File: src/hw/regbank_pkg.sv
// constants for the fault, status and strap configuration register bank
// assumes a register port driven by a serial-bus protocol engine on clk
package regbank_pkg;
	localparam logic [7:0] ADDR_WARN_LIMIT = 8'h20;
	localparam logic [7:0] ADDR_SUMMARY = 8'h21;
	localparam logic [7:0] ADDR_FAULT_MASK = 8'h22;
	localparam logic [7:0] ADDR_FAULT = 8'h23;
	localparam logic [7:0] ADDR_WARNING = 8'h24;
	localparam logic [7:0] ADDR_READBACK = 8'h26;
	localparam logic [7:0] ADDR_LOCK = 8'h2A;
	localparam logic [7:0] ADDR_RAMP = 8'h2B;
	localparam logic [7:0] ADDR_OC_STATUS = 8'h2D;
	localparam logic [7:0] ADDR_OC_CONFIG = 8'h2E;
	localparam logic [7:0] ADDR_SECOND_A = 8'h46;
	localparam logic [7:0] ADDR_SECOND_B = 8'h47;

	localparam logic [7:0] RST_WARN_LIMIT = 8'hFF;
	localparam logic [7:0] RST_ZERO = 8'h00;
	localparam logic [3:0] RST_STRAP = 4'h0;

	localparam int BIT_SUM_OV = 5;
	localparam int BIT_SUM_OC = 4;
	localparam int BIT_TOTAL_ONE = 4;
	localparam int BIT_TOTAL_TWO = 3;
	localparam int BIT_PHASE = 2;
	localparam int BIT_OV = 1;
	localparam int BIT_UV = 0;
	localparam int BIT_WARN = 0;
	localparam int BIT_LOCK = 0;
	localparam int BIT_SECOND_OC = 0;
	localparam int FAULT_BITS = 5;

	// ramp time table in microseconds
	localparam logic [13:0] RAMP_STEP_US = 14'd150;
	localparam logic [13:0] RAMP_LONG_STEP_US = 14'd1000;
	localparam logic [3:0] RAMP_LONG_FIRST = 4'h6;

	// per-phase limit in millivolts
	localparam logic [7:0] PHASE_MV_0 = 8'd65;
	localparam logic [7:0] PHASE_MV_1 = 8'd75;
	localparam logic [7:0] PHASE_MV_2 = 8'd100;
	localparam logic [7:0] PHASE_MV_3 = 8'd134;

	// latch-off delay in milliseconds
	localparam logic [3:0] DELAY_MS_0 = 4'd4;
	localparam logic [3:0] DELAY_MS_1 = 4'd6;
	localparam logic [3:0] DELAY_MS_2 = 4'd8;
	localparam logic [3:0] DELAY_MS_3 = 4'd10;
endpackage

File: src/hw/fault_status_config_regs.sv
// status, fault, warning, lock and strap configuration register bank
// assumes a protocol engine on clk presents whole words as single-cycle strobes
`timescale 1ns/1ps
module fault_status_config_regs (
	input wire logic clk,
	input wire logic rst_b,
	input wire logic ce,
	input wire logic [7:0] reg_addr,
	input wire logic reg_wr,
	input wire logic [15:0] reg_wdata,
	input wire logic reg_rd,
	output logic [15:0] reg_rdata,
	output logic reg_rvalid,
	input wire logic adc_valid,
	input wire logic [7:0] adc_code,
	input wire logic enable_pin,
	input wire logic overvoltage_protection,
	input wire logic undervoltage_protection,
	input wire logic overcurrent_latch_event,
	input wire logic total_limit_one,
	input wire logic total_limit_two,
	input wire logic phase_current_over,
	input wire logic [3:0] ramp_strap_pin,
	input wire logic [3:0] oc_strap_pin,
	output logic alert,
	output logic [13:0] ramp_time_us,
	output logic [7:0] phase_limit_mv,
	output logic [3:0] latchoff_delay_ms,
	output logic [1:0] phase_limit_code,
	output logic [1:0] latchoff_delay_code
);
	logic enable_level;
	logic [4:0] event_level;
	logic phase_sync;
	logic [3:0] ramp_strap;
	logic [3:0] oc_strap;
	logic enable_rise;
	logic [3:0] ramp_code;
	logic [3:0] oc_code;

	logic [7:0] current_warn_limit;
	logic [7:0] fault_clear_mask;
	logic [7:0] current_readback;
	logic [1:0] summary_bits;
	logic [4:0] fault_bits;
	logic warn_flag;
	logic lock;
	logic [3:0] overcurrent_config;
	logic second_a_oc;
	logic second_b_oc;
	logic [4:0] event_prev;

	logic wr_ok;
	logic wr_open;
	logic [7:0] wbyte;
	logic [4:0] event_rise;
	logic [4:0] fault_set;
	logic [4:0] fault_clr;
	logic warn_set;
	logic sw_override;
	logic [3:0] next_oc;
	logic [7:0] next_rdata;

	// ramp time in microseconds for a ramp code
	function automatic logic [13:0] ramp_us(input logic [3:0] code);
		logic [13:0] steps;
		steps = {10'h000, code};
		if (code < regbank_pkg::RAMP_LONG_FIRST) begin
			ramp_us = 14'((steps + 14'd1) * regbank_pkg::RAMP_STEP_US);
		end else begin
			ramp_us = 14'((steps - 14'd5) * regbank_pkg::RAMP_LONG_STEP_US);
		end
	endfunction

	function automatic logic [7:0] phase_mv(input logic [1:0] code);
		case (code)
			2'h0: phase_mv = regbank_pkg::PHASE_MV_0;
			2'h1: phase_mv = regbank_pkg::PHASE_MV_1;
			2'h2: phase_mv = regbank_pkg::PHASE_MV_2;
			default: phase_mv = regbank_pkg::PHASE_MV_3;
		endcase
	endfunction

	function automatic logic [3:0] delay_ms(input logic [1:0] code);
		case (code)
			2'h0: delay_ms = regbank_pkg::DELAY_MS_0;
			2'h1: delay_ms = regbank_pkg::DELAY_MS_1;
			2'h2: delay_ms = regbank_pkg::DELAY_MS_2;
			default: delay_ms = regbank_pkg::DELAY_MS_3;
		endcase
	endfunction

	// lockable limit registers share one write gate
	function automatic logic lockable(input logic [7:0] addr);
		lockable = 1'b0;
		if (addr == regbank_pkg::ADDR_WARN_LIMIT) begin
			lockable = 1'b1;
		end else if (addr == regbank_pkg::ADDR_FAULT_MASK) begin
			lockable = 1'b1;
		end else if (addr == regbank_pkg::ADDR_OC_CONFIG) begin
			lockable = 1'b1;
		end else if (addr == regbank_pkg::ADDR_SECOND_A) begin
			lockable = 1'b1;
		end else if (addr == regbank_pkg::ADDR_SECOND_B) begin
			lockable = 1'b1;
		end
	endfunction

	pin_sync #(.WIDTH(15)) u_sync (
		.clk(clk),
		.rst_b(rst_b),
		.ce(ce),
		.pin({enable_pin, overvoltage_protection, undervoltage_protection,
			overcurrent_latch_event, total_limit_one, total_limit_two,
			phase_current_over, ramp_strap_pin, oc_strap_pin}),
		.level({enable_level, event_level[4], event_level[3], event_level[2],
			event_level[1], event_level[0], phase_sync, ramp_strap, oc_strap})
	);

	strap_capture u_strap (
		.clk(clk),
		.rst_b(rst_b),
		.ce(ce),
		.enable_level(enable_level),
		.ramp_strap(ramp_strap),
		.oc_strap(oc_strap),
		.enable_rise(enable_rise),
		.ramp_code(ramp_code),
		.oc_code(oc_code)
	);

	// only the low byte carries data; high byte is accepted and dropped
	assign wbyte = reg_wdata[7:0];
	assign wr_ok = ce & reg_wr;
	assign wr_open = wr_ok & ~(lock & lockable(reg_addr));

	// events are taken on their rising edge so a held level is one event
	always_ff @(posedge clk or negedge rst_b) begin
		if (!rst_b) begin
			event_prev <= '0;
		end else if (ce) begin
			event_prev <= {event_level[4], event_level[3], event_level[2], event_level[1],
				phase_sync};
		end
	end
	// order: ov, uv, latch-off, total one, phase; total two handled below
	assign event_rise = {event_level[4], event_level[3], event_level[2], event_level[1],
		phase_sync} & ~event_prev;

	always_ff @(posedge clk or negedge rst_b) begin
		if (!rst_b) begin
			current_warn_limit <= regbank_pkg::RST_WARN_LIMIT;
			fault_clear_mask <= regbank_pkg::RST_ZERO;
			overcurrent_config <= regbank_pkg::RST_STRAP;
			second_a_oc <= 1'b0;
			second_b_oc <= 1'b0;
		end else if (wr_open) begin
			if (reg_addr == regbank_pkg::ADDR_WARN_LIMIT) begin
				current_warn_limit <= wbyte;
			end else if (reg_addr == regbank_pkg::ADDR_FAULT_MASK) begin
				fault_clear_mask <= {3'h0, wbyte[regbank_pkg::FAULT_BITS-1:0]};
			end else if (reg_addr == regbank_pkg::ADDR_OC_CONFIG) begin
				overcurrent_config <= wbyte[3:0];
			end else if (reg_addr == regbank_pkg::ADDR_SECOND_A) begin
				second_a_oc <= wbyte[regbank_pkg::BIT_SECOND_OC];
			end else if (reg_addr == regbank_pkg::ADDR_SECOND_B) begin
				second_b_oc <= wbyte[regbank_pkg::BIT_SECOND_OC];
			end
		end
	end

	// lock only falls with power-on reset
	always_ff @(posedge clk or negedge rst_b) begin
		if (!rst_b) begin
			lock <= 1'b0;
		end else if (wr_ok && reg_addr == regbank_pkg::ADDR_LOCK
				&& wbyte[regbank_pkg::BIT_LOCK]) begin
			lock <= 1'b1;
		end
	end

	// set terms gated by the mask; set beats a same-cycle clear
	logic total_two_prev;
	always_ff @(posedge clk or negedge rst_b) begin
		if (!rst_b) begin
			total_two_prev <= 1'b0;
		end else if (ce) begin
			total_two_prev <= event_level[0];
		end
	end

	always_comb begin
		fault_set = '0;
		fault_set[regbank_pkg::BIT_TOTAL_ONE] = event_rise[1]
			& fault_clear_mask[regbank_pkg::BIT_TOTAL_ONE];
		fault_set[regbank_pkg::BIT_TOTAL_TWO] = event_level[0] & ~total_two_prev
			& fault_clear_mask[regbank_pkg::BIT_TOTAL_TWO];
		fault_set[regbank_pkg::BIT_PHASE] = event_rise[0]
			& fault_clear_mask[regbank_pkg::BIT_PHASE];
		fault_set[regbank_pkg::BIT_OV] = event_rise[4]
			& fault_clear_mask[regbank_pkg::BIT_OV];
		fault_set[regbank_pkg::BIT_UV] = event_rise[3]
			& fault_clear_mask[regbank_pkg::BIT_UV];
		fault_clr = '0;
		if (wr_open && reg_addr == regbank_pkg::ADDR_FAULT_MASK) begin
			fault_clr = wbyte[regbank_pkg::FAULT_BITS-1:0];
		end
	end

	always_ff @(posedge clk or negedge rst_b) begin
		if (!rst_b) begin
			fault_bits <= '0;
		end else if (ce) begin
			fault_bits <= (fault_bits & ~fault_clr) | fault_set;
		end
	end

	// summary bits restart with each enable rise, a new power-up attempt
	always_ff @(posedge clk or negedge rst_b) begin
		if (!rst_b) begin
			summary_bits <= '0;
		end else if (ce) begin
			summary_bits[1] <= (summary_bits[1] & ~enable_rise) | event_rise[4];
			summary_bits[0] <= (summary_bits[0] & ~enable_rise) | event_rise[2];
		end
	end

	always_ff @(posedge clk or negedge rst_b) begin
		if (!rst_b) begin
			current_readback <= regbank_pkg::RST_ZERO;
		end else if (ce && adc_valid) begin
			current_readback <= adc_code;
		end
	end

	// compare the fresh sample so the flag never lags the readback
	assign warn_set = adc_valid & (adc_code > current_warn_limit);

	always_ff @(posedge clk or negedge rst_b) begin
		if (!rst_b) begin
			warn_flag <= 1'b0;
			alert <= 1'b0;
		end else if (ce) begin
			warn_flag <= (warn_flag & ~enable_rise) | warn_set;
			alert <= (warn_flag & ~enable_rise) | warn_set;
		end
	end

	assign sw_override = second_a_oc & second_b_oc;
	assign next_oc = sw_override ? overcurrent_config : oc_code;

	always_ff @(posedge clk or negedge rst_b) begin
		if (!rst_b) begin
			phase_limit_code <= 2'h0;
			latchoff_delay_code <= 2'h0;
			phase_limit_mv <= regbank_pkg::PHASE_MV_0;
			latchoff_delay_ms <= regbank_pkg::DELAY_MS_0;
			ramp_time_us <= regbank_pkg::RAMP_STEP_US;
		end else if (ce) begin
			phase_limit_code <= next_oc[3:2];
			latchoff_delay_code <= next_oc[1:0];
			phase_limit_mv <= phase_mv(next_oc[3:2]);
			latchoff_delay_ms <= delay_ms(next_oc[1:0]);
			ramp_time_us <= ramp_us(ramp_code);
		end
	end

	always_comb begin
		next_rdata = 8'h00;
		if (reg_addr == regbank_pkg::ADDR_WARN_LIMIT) begin
			next_rdata = current_warn_limit;
		end else if (reg_addr == regbank_pkg::ADDR_SUMMARY) begin
			next_rdata = {2'h0, summary_bits, 4'h0};
		end else if (reg_addr == regbank_pkg::ADDR_FAULT_MASK) begin
			next_rdata = fault_clear_mask;
		end else if (reg_addr == regbank_pkg::ADDR_FAULT) begin
			next_rdata = {3'h0, fault_bits};
		end else if (reg_addr == regbank_pkg::ADDR_WARNING) begin
			next_rdata = {7'h00, warn_flag};
		end else if (reg_addr == regbank_pkg::ADDR_READBACK) begin
			next_rdata = current_readback;
		end else if (reg_addr == regbank_pkg::ADDR_LOCK) begin
			next_rdata = {7'h00, lock};
		end else if (reg_addr == regbank_pkg::ADDR_RAMP) begin
			next_rdata = {4'h0, ramp_code};
		end else if (reg_addr == regbank_pkg::ADDR_OC_STATUS) begin
			next_rdata = {4'h0, oc_code};
		end else if (reg_addr == regbank_pkg::ADDR_OC_CONFIG) begin
			next_rdata = {4'h0, overcurrent_config};
		end else if (reg_addr == regbank_pkg::ADDR_SECOND_A) begin
			next_rdata = {7'h00, second_a_oc};
		end else if (reg_addr == regbank_pkg::ADDR_SECOND_B) begin
			next_rdata = {7'h00, second_b_oc};
		end
	end

	always_ff @(posedge clk or negedge rst_b) begin
		if (!rst_b) begin
			reg_rdata <= 16'h0000;
			reg_rvalid <= 1'b0;
		end else if (ce) begin
			reg_rvalid <= reg_rd;
			if (reg_rd) begin
				reg_rdata <= {8'h00, next_rdata};
			end
		end
	end
endmodule

File: src/hw/pin_sync.sv
// two-flop synchroniser for a group of pin levels
// assumes inputs are asynchronous to clk
`timescale 1ns/1ps
module pin_sync #(
	parameter int WIDTH = 1
) (
	input wire logic clk,
	input wire logic rst_b,
	input wire logic ce,
	input wire logic [WIDTH-1:0] pin,
	output logic [WIDTH-1:0] level
);
	logic [WIDTH-1:0] meta;

	// first stage feeds only the second stage
	always_ff @(posedge clk or negedge rst_b) begin
		if (!rst_b) begin
			meta <= '0;
			level <= '0;
		end else if (ce) begin
			meta <= pin;
			level <= meta;
		end
	end
endmodule

File: src/hw/strap_capture.sv
// samples strap codes on each rising edge of the synchronised enable
// assumes enable and straps are already synchronised to clk
`timescale 1ns/1ps
module strap_capture (
	input wire logic clk,
	input wire logic rst_b,
	input wire logic ce,
	input wire logic enable_level,
	input wire logic [3:0] ramp_strap,
	input wire logic [3:0] oc_strap,
	output logic enable_rise,
	output logic [3:0] ramp_code,
	output logic [3:0] oc_code
);
	logic enable_prev;

	always_ff @(posedge clk or negedge rst_b) begin
		if (!rst_b) begin
			enable_prev <= 1'b0;
		end else if (ce) begin
			enable_prev <= enable_level;
		end
	end

	assign enable_rise = enable_level & ~enable_prev;

	always_ff @(posedge clk or negedge rst_b) begin
		if (!rst_b) begin
			ramp_code <= regbank_pkg::RST_STRAP;
			oc_code <= regbank_pkg::RST_STRAP;
		end else if (ce && enable_rise) begin
			ramp_code <= ramp_strap;
			oc_code <= oc_strap;
		end
	end
endmodule

File: config.mk
export PLATFORM = sky130hd
export DESIGN_NAME = fault_status_config_regs
export DESIGN_NICKNAME = d
export VERILOG_FILES = /design/src/hw/regbank_pkg.sv /design/src/hw/fault_status_config_regs.sv /design/src/hw/pin_sync.sv /design/src/hw/strap_capture.sv
export SDC_FILE = /design/constraint.sdc
export NUM_CORES = 1
export LEC_CHECK = 0
export ABC_AREA = 1
export BUFFER_PORTS_ARGS = -buffer_cell sky130_fd_sc_hd__buf_2
export CAP_MARGIN = 15
export CORE_MARGIN = 5
export CORE_UTILIZATION = 45
export CTS_CLUSTER_DIAMETER = 30
export DETAILED_ROUTE_END_ITERATION = 7
export GPL_ROUTABILITY_DRIVEN = 0
export GPL_TIMING_DRIVEN = 0
export MAX_ROUTING_LAYER = met4
export PLACE_DENSITY = 0.68
export SYNTH_ARGS = -nofsm -noshare
export SYNTH_HDL_FRONTEND = slang
export SYNTH_SLANG_ARGS = --single-unit
File: constraint.sdc
create_clock -name clk -period 4.1 [get_ports clk]
set_clock_uncertainty 0.15 [all_clocks]
set_input_delay 0.82 -clock clk [delete_from_list [all_inputs] [get_ports clk]]
set_output_delay 0.82 -clock clk [all_outputs]
set_load 0.02 [all_outputs]
-- Word-level counts from Yosys, hierarchy flattened
Cells that the tools add are included.
- add/sub/neg operators: 2
- multiply operators: 2
- magnitude comparators: 2
- equal/unequal tests: 16
- mux-type cells: 22
- bitwise operators: 31
- reductions and logical operators: 13
- operators with widths (operator ; number):
    equality test 8 x 6 -> 1 bit, second input constant ; 10
    two-way mux 8 bit ; 6
    case mux 8 bit (3 select lines) ; 1
    two-way mux 4 bit ; 5
    equality test 8 x 7 -> 1 bit, second input constant ; 2
    bitwise AND 1 bit ; 15
    multiplier 14 x 7 -> 11 bit, second input constant ; 1
    two-way mux 14 bit ; 1
    multiplier 5 x 7 -> 12 bit, second input constant ; 1
    case mux 4 bit (3 select lines) ; 1
    bitwise AND 5 bit ; 2
    NOT 5 bit ; 2
    greater-than comparator 8 bit ; 1
    NOT 1 bit ; 8
    two-way mux 1 bit ; 7
    AND reduction 6 bit ; 1
    adder 4 x 1 -> 5 bit, second input constant ; 1
    logical AND 1 bit ; 5
    two-way mux 5 bit ; 1
    OR 5 bit ; 1
    AND reduction 5 bit ; 1
    subtractor 4 x 3 -> 5 bit, second input constant ; 1
    equality test 2 x 1 -> 1 bit, second input constant ; 2
    equality test 2 bit, second input constant ; 2
    other kinds (6) ; 10
- register bits after elaboration: 120
- bits of input ports: 53

-- Longest topological paths before layout
Gate-level depths: netlist (run 1).
- depth in word-level cells: 14
- depth in mapped cells: 24
- gate-level depth less buffers: 23

-- Cells and area by module
From an unflattened synthesis (run 1), not the netlist that was laid out.
- cell total of the unflattened synthesis: 815
- area, all modules: 6790.3 µm²
- modules (own cells, without submodules) (module ; instances ; cells an instance ; area each (µm²) ; sequential area each (µm²)):
    fault_status_config_regs ; 1 ; 647 ; 5272.6 ; 1970.6
    pin_sync ; 1 ; 127 ; 1122.3 ; 750.7
    strap_capture ; 1 ; 41 ; 395.4 ; 225.2

-- Least setup slack after synthesis (run 1)
OpenSTA, ideal clock, no wires.
- kind: register -> register
- start: register u_strap.ramp_code[0]
- end: register ramp_time_us[13]
- setup time: 0.121 ns
- arrival: 4.116 ns
- data required time: 3.829 ns
- slack: -0.287 ns
- cell stages (with the launch flop): 22
- period minus slack after synthesis: 4.387 ns
- cell sequence: dfrtp_1 > clkbuf_1 > inv_1 > ha_1 > nor2_1 > inv_1 > nand2_4 > inv_2 > ha_1 > ha_1 > a31oi_1 > o21ai_0 > fa_1 > inv_1 > fa_1 > inv_1 > ha_1 > a21oi_1 > o21ai_0 > a21oi_1 > xor2_1 > o21ai_1
- cells in the longest elaborated chain, start to end: 3
- elaborated cells between the ends (all ways): 4
- those cells by class: 1 x add/sub; 1 x mul; 1 x order compare; 1 x mux
- ends and longest elaborated chain (item ; line ; source):
    start, declared ; strap_capture.sv:12 ; output logic [3:0] ramp_code,
    start signal, assigned ; strap_capture.sv:29 ; ramp_code <= regbank_pkg::RST_STRAP;
    start signal, assigned ; strap_capture.sv:32 ; ramp_code <= ramp_strap;
    subtractor 4 x 3 -> 5 bit ; fault_status_config_regs.sv:71 ; ramp_us = 14'((steps - 14'd5) * regbank_pkg::RAMP_LONG_STEP_US);
    multiplier 14 x 7 -> 11 bit ; fault_status_config_regs.sv:71 ;
    two-way mux 14 bit * ; fault_status_config_regs.sv:68 ; if (code < regbank_pkg::RAMP_LONG_FIRST) begin
    end signal, assigned ; fault_status_config_regs.sv:258 ; ramp_time_us <= regbank_pkg::RAMP_STEP_US;
    end signal, assigned ; fault_status_config_regs.sv:264 ; ramp_time_us <= ramp_us(ramp_code);
    end, declared ; fault_status_config_regs.sv:26 ; output logic [13:0] ramp_time_us,
Every way passes the cells marked *; elsewhere a longest branch is shown, timed or not.
A chain may end at the register's enable or synchronous reset.

-- Final worst setup path (run 1)
- start: register u_strap.ramp_code[0]
- end: register ramp_time_us[11]
- cells in the longest elaborated chain, start to end: 3
- elaborated cells between the ends (all ways): 6
- those cells by class: 2 x add/sub; 2 x mul; 1 x order compare; 1 x mux
- ends and longest elaborated chain (item ; line):
    subtractor 4 x 3 -> 5 bit or adder 4 x 1 -> 5 bit (tied branches) ; fault_status_config_regs.sv:71, fault_status_config_regs.sv:69
    multiplier 14 x 7 -> 11 bit or multiplier 5 x 7 -> 12 bit (tied branches) ; fault_status_config_regs.sv:71, fault_status_config_regs.sv:69
    two-way mux 14 bit * ; fault_status_config_regs.sv:68
Marks and branches as above.

==> results of run 1 <==
state kept, by name, summed over array words and instances, names as in the netlist, 5 cells and up:
signal              flops
current_readback        8
current_warn_limit      8
event_prev              5
fault_bits              5
fault_clear_mask        5
phase_limit_mv          7
ramp_time_us           13
reg_rdata               8
u_sync.level           15
u_sync.meta            15
cell families (layout without fill, tap and decap cells):
group / after synthesis / count (layout)
other: 1 / 11
XOR/XNOR: 15 / 15
adder cells (fa/ha/maj): 65 / 65
AND/OR/NAND/NOR: 334 / 334
buffers and inverters: 131 / 263
AO/OA/AOI/OAI: 127 / 127
flip-flops: 117 / 117
multiplexers: 6 / 6
repair_timing:
action	in CTS	in global routing
cloned	0	0
resized for setup	22	33
buffers inserted	14	8
endpoints found under the setup margin	6	5
pin swaps	7	27
critical path: cells and delay by family (launching register included):
family / cells / cell delay [ps]
adders and majority gates: 5 / 1700
and+or+nand+nor: 8 / 610
buffers and inverters: 7 / 530
DFF: 1 / 380
xor gates and xnor gates: 2 / 310
AOI/OAI and AO/OA: 2 / 280
Yosys cell counts (all sizes together) (2+ instances only):
| master | n |
|---|---|
| nand2 | 238 |
| nor3 | 6 |
| a21oi | 34 |
| nand3 | 23 |
| o21ai | 75 |
| nor2 | 60 |
| xor2 | 10 |
| mux2 | 4 |
| clkbuf | 11 |
| o21a | 3 |
| o22ai | 2 |
| xnor2 | 5 |
| o211ai | 4 |
| fa | 14 |
| nand4 | 4 |
| dfrtp | 102 |
| dfstp | 15 |
| o2111ai | 2 |
| nor4 | 2 |
| a31oi | 2 |
| inv | 102 |
| buf | 17 |
| ha | 51 |
| mux2i | 2 |
worst max path at each step:
| stage | to | from | slack (ps) | depth (start not counted) |
|---|---|---|---|---|
| 5_1_grt | ramp_time_us[11] | u_strap.ramp_code[0] | -120 | 24 |
| 3_3_place_gp | ramp_time_us[11] | u_strap.ramp_code[1] | -380 | 20 |
| 4_1_cts | ramp_time_us[12] | u_strap.ramp_code[2] | 5 | 19 |
| 2_1_floorplan | ramp_time_us[13] | u_strap.ramp_code[0] | 10 | 19 |
| 6_report | ramp_time_us[11] | u_strap.ramp_code[0] | 50 | 24 |
| 3_5_place_dp | ramp_time_us[11] | u_strap.ramp_code[1] | -450 | 20 |
per-stage QoR:
step                utilization  cell area, um2  hold WS [ps]
CTS                      0.5669            8270         182.8
floorplan                     -            6799         280.9
global placement         0.5093            7430         294.8
finish                   0.5786            8441         176.8
global route             0.5786            8441         202.0
detailed placement       0.5116            7463         302.8
placed cells by master, fill, tap and decap left out, types with 8 or more instances in the layout:
cell type,instances
nand2_1,225
dfrtp_1,99
inv_1,89
buf_2,79
o21ai_0,64
nor2_1,50
ha_1,40
buf_4,29
a21oi_1,21
nand3_1,21
clkbuf_16,18
dfstp_2,15
fa_1,14
clkbuf_1,11
a21oi_2,11
conb_1,11
ha_4,10
inv_2,9
nand2_2,9
xor2_1,8
o21ai_1,8
area by class of cell:
type | instances | share of cell area
timing repair buffer | 101 | 0.07012
sequential | 117 | 0.3495
clock inverter | 8 | 0.008746
tap | 184 | 0.02728
clock buffer | 23 | 0.05900
multi-input combinational | 558 | 0.4158
inverter | 103 | 0.04877
buffer | 28 | 0.02075
metal layers:
metal	up-vias	GRT usage
li1	2778	-
met1	2719	0.2597
met4	0	0.06957
met3	30	0.04733
met5	-	-
met2	148	0.3299
==> summary.md, run 1 <==
Clock tree
• CTS hold repair buffers: 0
• number of CTS-inserted buffers: 17
• Clock Root Buffer: clkbuf_16
• clock-pin slew of the registers on the worst-case setup and hold paths: 60 ps
• TritonCTS clock tree: built
• clock insertion delay at the later pin of the skew report: 410 ps
• CTS Sinks: 117
• number of buffers between clock root and the deepest sink: 2
• CTS H-tree lvls: 4

Routing
• per-cell routed wire length: 15.39 um
• Via density: 5.058
• number of detailed-routing iterations run before antenna repair: 5
• number of remaining DRC errors: 0
• top layer in use: met4
• routed via count: 5675
• detailed-routing wirelength on met1: 7502 um
• met2 wirelength from detailed routing: 8625 um
• antenna-violating nets left: 0
• initial DRC count: 427
• DR WL met3: 802 um
• sum of routed wire length over all layers: 17270 um

Synth
• sequential share of the synthesized area: 0.4376
• post-synthesis instance total: 796
• synthesized-area fraction occupied by ao, oa, aoi and oai cells: 0.1074
• top-area cell type share of the netlist area: 0.3790
• ranking of synthesized cells by area: dfrtp_1 (38%), nand2_1 (13%), ha_1 (9.5%)
• share of synthesized registers carrying an async set or reset: 1.000
• Yosys top cell by area: dfrtp_1
• mean instance size in the synthesized netlist: 8.460 um2
• Adder-Cell Fraction of Synth Area: 0.1364
• synthesized area: 0.006734 mm2
• number of synthesized flops with an enable pin: 0
• proportion of synthesized area in mux cells: 0.009662
• Unique masters post-synth: 44
• largest family of logic cells by synthesized area: simple AND/OR/NAND/NOR gates
• main flop type after synthesis: dfrtp_1
• Yosys Warn Count: 0
• register bit count reported by yosys: 117
• share of the synthesized netlist area taken by xor and xnor gates: 0.01951
• simple-gate share of the synthesized area: 0.2087

Floorplanning
• core box area: 0.01459 mm2
• vertical extent of the die: 132.3 um
• effective utilization at floorplan: 0.4616
• total die area: 0.01751 mm2
• Die X-Extent: 132.3 um
• IO Pins: 101
• number of rows created at floorplan: 44

GRT
• number of global-route vias before repair: 5753
• pin count of the biggest net entering global routing: 75
• wire length of the first global-routing pass: 28340 um
• global route overflow: 0
• antenna violations before repair: 0
• All-Layer GR Usage: 0.2065

Placed design
• # placed instances: 1071
• worst setup slack after placement: -446.5 ps
• total of buffers placed on input and output ports: 80
• half-perimeter wire length of the detailed placement result: 12470 um

STA
• total negative slack: 0 ps
• slack of the critical path: 45.71 ps
• final-report setup violation count: 0
• clock period minus final worst setup slack: 4054 ps
• hold violation count in the final report: 0
• worst-margin pin slew: 732.6 ps
• RSZ-0062 raised after global routing: yes
• Fmax: 246.7 MHz
• max_slew headroom: 0.5064
• Final Cycle Share: 0.9889
• count of final max-slew check failures: 0

Setup path
• endpoint of the worst register-to-register path: ramp_time_us[11]
• worst r2r path cells: 24
• cell breakdown of the critical path: clkbuf_16, clkinv_8, ha_4, nor2_4, inv_2, nand2_2, inv_4, buf_6, xor2_1, ha_1, inv_1, fa_1, inv_1, fa_1, ha_4, a21oi_2, nand2_2, nand2_2, nand2_2, a21oi_2, xor2_1, nand2_1, nand3_1, nand2_1
• arrival time worst endpoint: 4210 ps
• kind of end point of the critical path: register
• Worst Path Required: 4260 ps
• worst reg2reg setup slack: 50 ps
• launching element type of the critical path: register
• maximum single-stage delay on the critical path: 480 ps
• worst r2r src: u_strap.ramp_code[0]
• CP most frequent cell: nand2_2
• Crit Path Class: register to register
• largest driver fanout on the critical path: 4
• cell with the biggest individual delay on the critical path: fa_1

Finish
• fraction of final layout cells sized beyond drive strength 1: 0.2495
• count of nets after finishing: 1044
• area added between synthesis and finish: 25.34%
• Antenna Diode Count: 0
• fill cell instance count of the final layout: 1306
• final instance count without filler cells: 1122
• area of all sequential standard cells: 0.002950 mm2
• area occupied by multi-input gates: 0.003510 mm2

Flow run
• Maximum Capacitance Violations: 0

Hold path
• classification of the worst-slack hold path: input pin to async pin

Outcome
• status: finished clean

Power of run 1 is left out: the tool's default activity adds up to more than one toggle a clock period on the data nets, which glitch-free logic cannot reach.
==> run 2: changes to the inputs <==
PLACE_DENSITY = 0.65   (was 0.68)
clock period = 3.9 ns   (was 4.1 ns; I/O delays follow)
==> run 2 against run 1 <==
  * First-iteration DRC count is 16% lower
  * Core utilization is 0.67 points lower
  * Via count is 2.5% lower
  * Cell area is 1.2% lower
  * Routed wire length is 1.8% lower
  * Sequential cell count stayed put
  * The flow now finishes with violations (negative setup slack)
  * Hold slack worse by 100 ps
==> summary.md, run 2 (synthesis gave the netlist of run 1 again) <==
Finish
• fill cell instance count of the final layout: 1367, +4.7%
• area added between synthesis and finish: 23.89%
• commonest cells after routing, fill and taps aside: nand2_1 (227), dfrtp_1 (99), inv_1 (88), buf_2 (79), o21ai_0 (62)
• count of nets after finishing: 1037, -0.67%
• most common library cell in the layout ignoring fill and taps: nand2_1
• Antenna Diode Count: 0, unchanged
• largest registers in the final layout: u_sync.level x15, u_sync.meta x15, ramp_time_us x13
• fraction of final layout cells sized beyond drive strength 1: 0.2425, -0.006978

Clock tree
• CTS hold repair buffers: 0, unchanged
• number of buffers between clock root and the deepest sink: 2, unchanged
• CTS Sinks: 117, unchanged
• TritonCTS clock tree: built
• CTS H-tree lvls: 4, unchanged
• clock-pin slew of the registers on the worst-case setup and hold paths: 60 ps, about the same
• Clock Root Buffer: clkbuf_16
• number of CTS-inserted buffers: 17, unchanged
• clock insertion delay at the later pin of the skew report: 420 ps, about the same

Setup path
• Crit Path Class: register to register
• largest driver fanout on the critical path: 5, +1
• endpoint of the worst register-to-register path: ramp_time_us[13]
• worst reg2reg setup slack: -210 ps, -250 ps
• launching element type of the critical path: register
• worst r2r src: u_strap.ramp_code[1]
• worst r2r path cells: 16, -33%
• Critical Path Start: u_strap.ramp_code[1]
• arrival time worst endpoint: 4260 ps, +50 ps
• kind of end point of the critical path: register
• Worst Path Required: 4050 ps, -210 ps

STA
• hold violation count in the final report: 0, unchanged
• final-report setup violation count: 3, +3
• Fin Hold WS: 73.31 ps, -103.5 ps
• count of final max-slew check failures: 0, unchanged
• clock period minus final worst setup slack: 4107 ps, +52.73 ps
• RSZ-0062 raised after global routing: yes
• Fmax: 243.5 MHz, -1.3%
• slack of the critical path: -207.0 ps, -252.7 ps
• max_slew headroom: 0.5662, +0.05976
• Final Cycle Share: 1.053, +0.06423
• worst-margin pin slew: 650.7 ps, -81.89 ps

Placed design
• worst setup slack after placement: -457.9 ps, -11.40 ps
• total of buffers placed on input and output ports: 80, unchanged
• half-perimeter wire length of the detailed placement result: 12520 um, +0.39%

Floorplanning
• number of rows created at floorplan: 44, unchanged
• effective utilization at floorplan: 0.4616, unchanged
• total die area: 0.01751 mm2, unchanged
• IO Pins: 101, unchanged
• vertical extent of the die: 132.3 um, unchanged
• core box area: 0.01459 mm2, unchanged
• Die X-Extent: 132.3 um, unchanged

GRT
• All-Layer GR Usage: 0.2042, -0.002323
• antenna violations before repair: 0, unchanged
• global route overflow: 0, unchanged
• wire length of the first global-routing pass: 27920 um, -1.5%
• number of global-route vias before repair: 5639, -2.0%
• pin count of the biggest net entering global routing: 95, +27%

Routing
• antenna-violating nets left: 0, unchanged
• per-cell routed wire length: 15.20 um, -1.3%
• number of remaining DRC errors: 0, unchanged
• number of detailed-routing iterations run before antenna repair: 4, -1
• routed via count: 5535, -2.5%
• Via density: 4.960, -1.9%
• initial DRC count: 360, -16%
• sum of routed wire length over all layers: 16960 um, -1.8%

Outcome
• failing checks: negative setup slack
• status: complete, but fails checks

Flow run
• Maximum Capacitance Violations: 0, unchanged

Hold path
• classification of the worst-slack hold path: input pin to async pin

-- run 2: worst max-delay path by stage --
stage	to	slack, ps	depth (start not counted)
3_5_place_dp	ramp_time_us[11]	-460	20
4_1_cts	ramp_time_us[13]	-150	15
3_3_place_gp	ramp_time_us[11]	-400	20
2_1_floorplan	ramp_time_us[11]	9	23
5_1_grt	ramp_time_us[13]	-350	22
6_report	ramp_time_us[13]	-210	16
-- run 2: layout make-up --
class	instances	area, um2	share of cell area
clock inverter	14	125.1	0.01500
multi-input combinational	558	3485	0.4177
timing repair buffer	94	531.8	0.06374
buffer	28	175.2	0.02100
sequential	117	2950	0.3536
tap	184	230.2	0.02759
inverter	103	406.6	0.04874
clock buffer	18	439.2	0.05264
-- run 2: critical path: stages (launching register included) --
cell,delay [ps]
dfrtp_2,430
inv_4,70
ha_4,160
a21oi_4,220
xor2_2,250
fa_1,460
ha_1,290
fa_1,500
inv_1,50
fa_1,500
inv_2,50
ha_4,230
a21oi_2,140
o21ai_1,70
a21oi_1,150
xor2_1,210
o21ai_1,80
-- run 2: what timing repair did --
item | CTS | global route
setup buffers | 12 | 1
setup endpoints to repair | 5 | 5
pin swaps | 5 | 16
gates resized for setup | 18 | 15
-- run 2: per-stage QoR --
stage / instance area (um2) / cells / util / TNS (ps)
after global routing: 8343 / 1116 / 0.5719 / -989.4
after detailed placement: 7547 / 1071 / 0.5173 / -1673
after floorplan: 6883 / 806 / - / 0
after global placement: 7513 / 1070 / 0.5150 / -1500
after CTS: 8284 / 1115 / 0.5678 / -303.2
final: 8343 / 1116 / 0.5719 / -407.6
-- run 2: metal layers --
| layer | up-vias | track usage | wire length, um |
|---|---|---|---|
| met4 | 0 | 0.06844 | 364 |
| met5 | - | - | 0 |
| met1 | 2617 | 0.2653 | 7592 |
| met3 | 33 | 0.04962 | 803 |
| met2 | 122 | 0.3145 | 8202 |
| li1 | 2763 | - | - |
Power of run 2 is left out for the same reason.
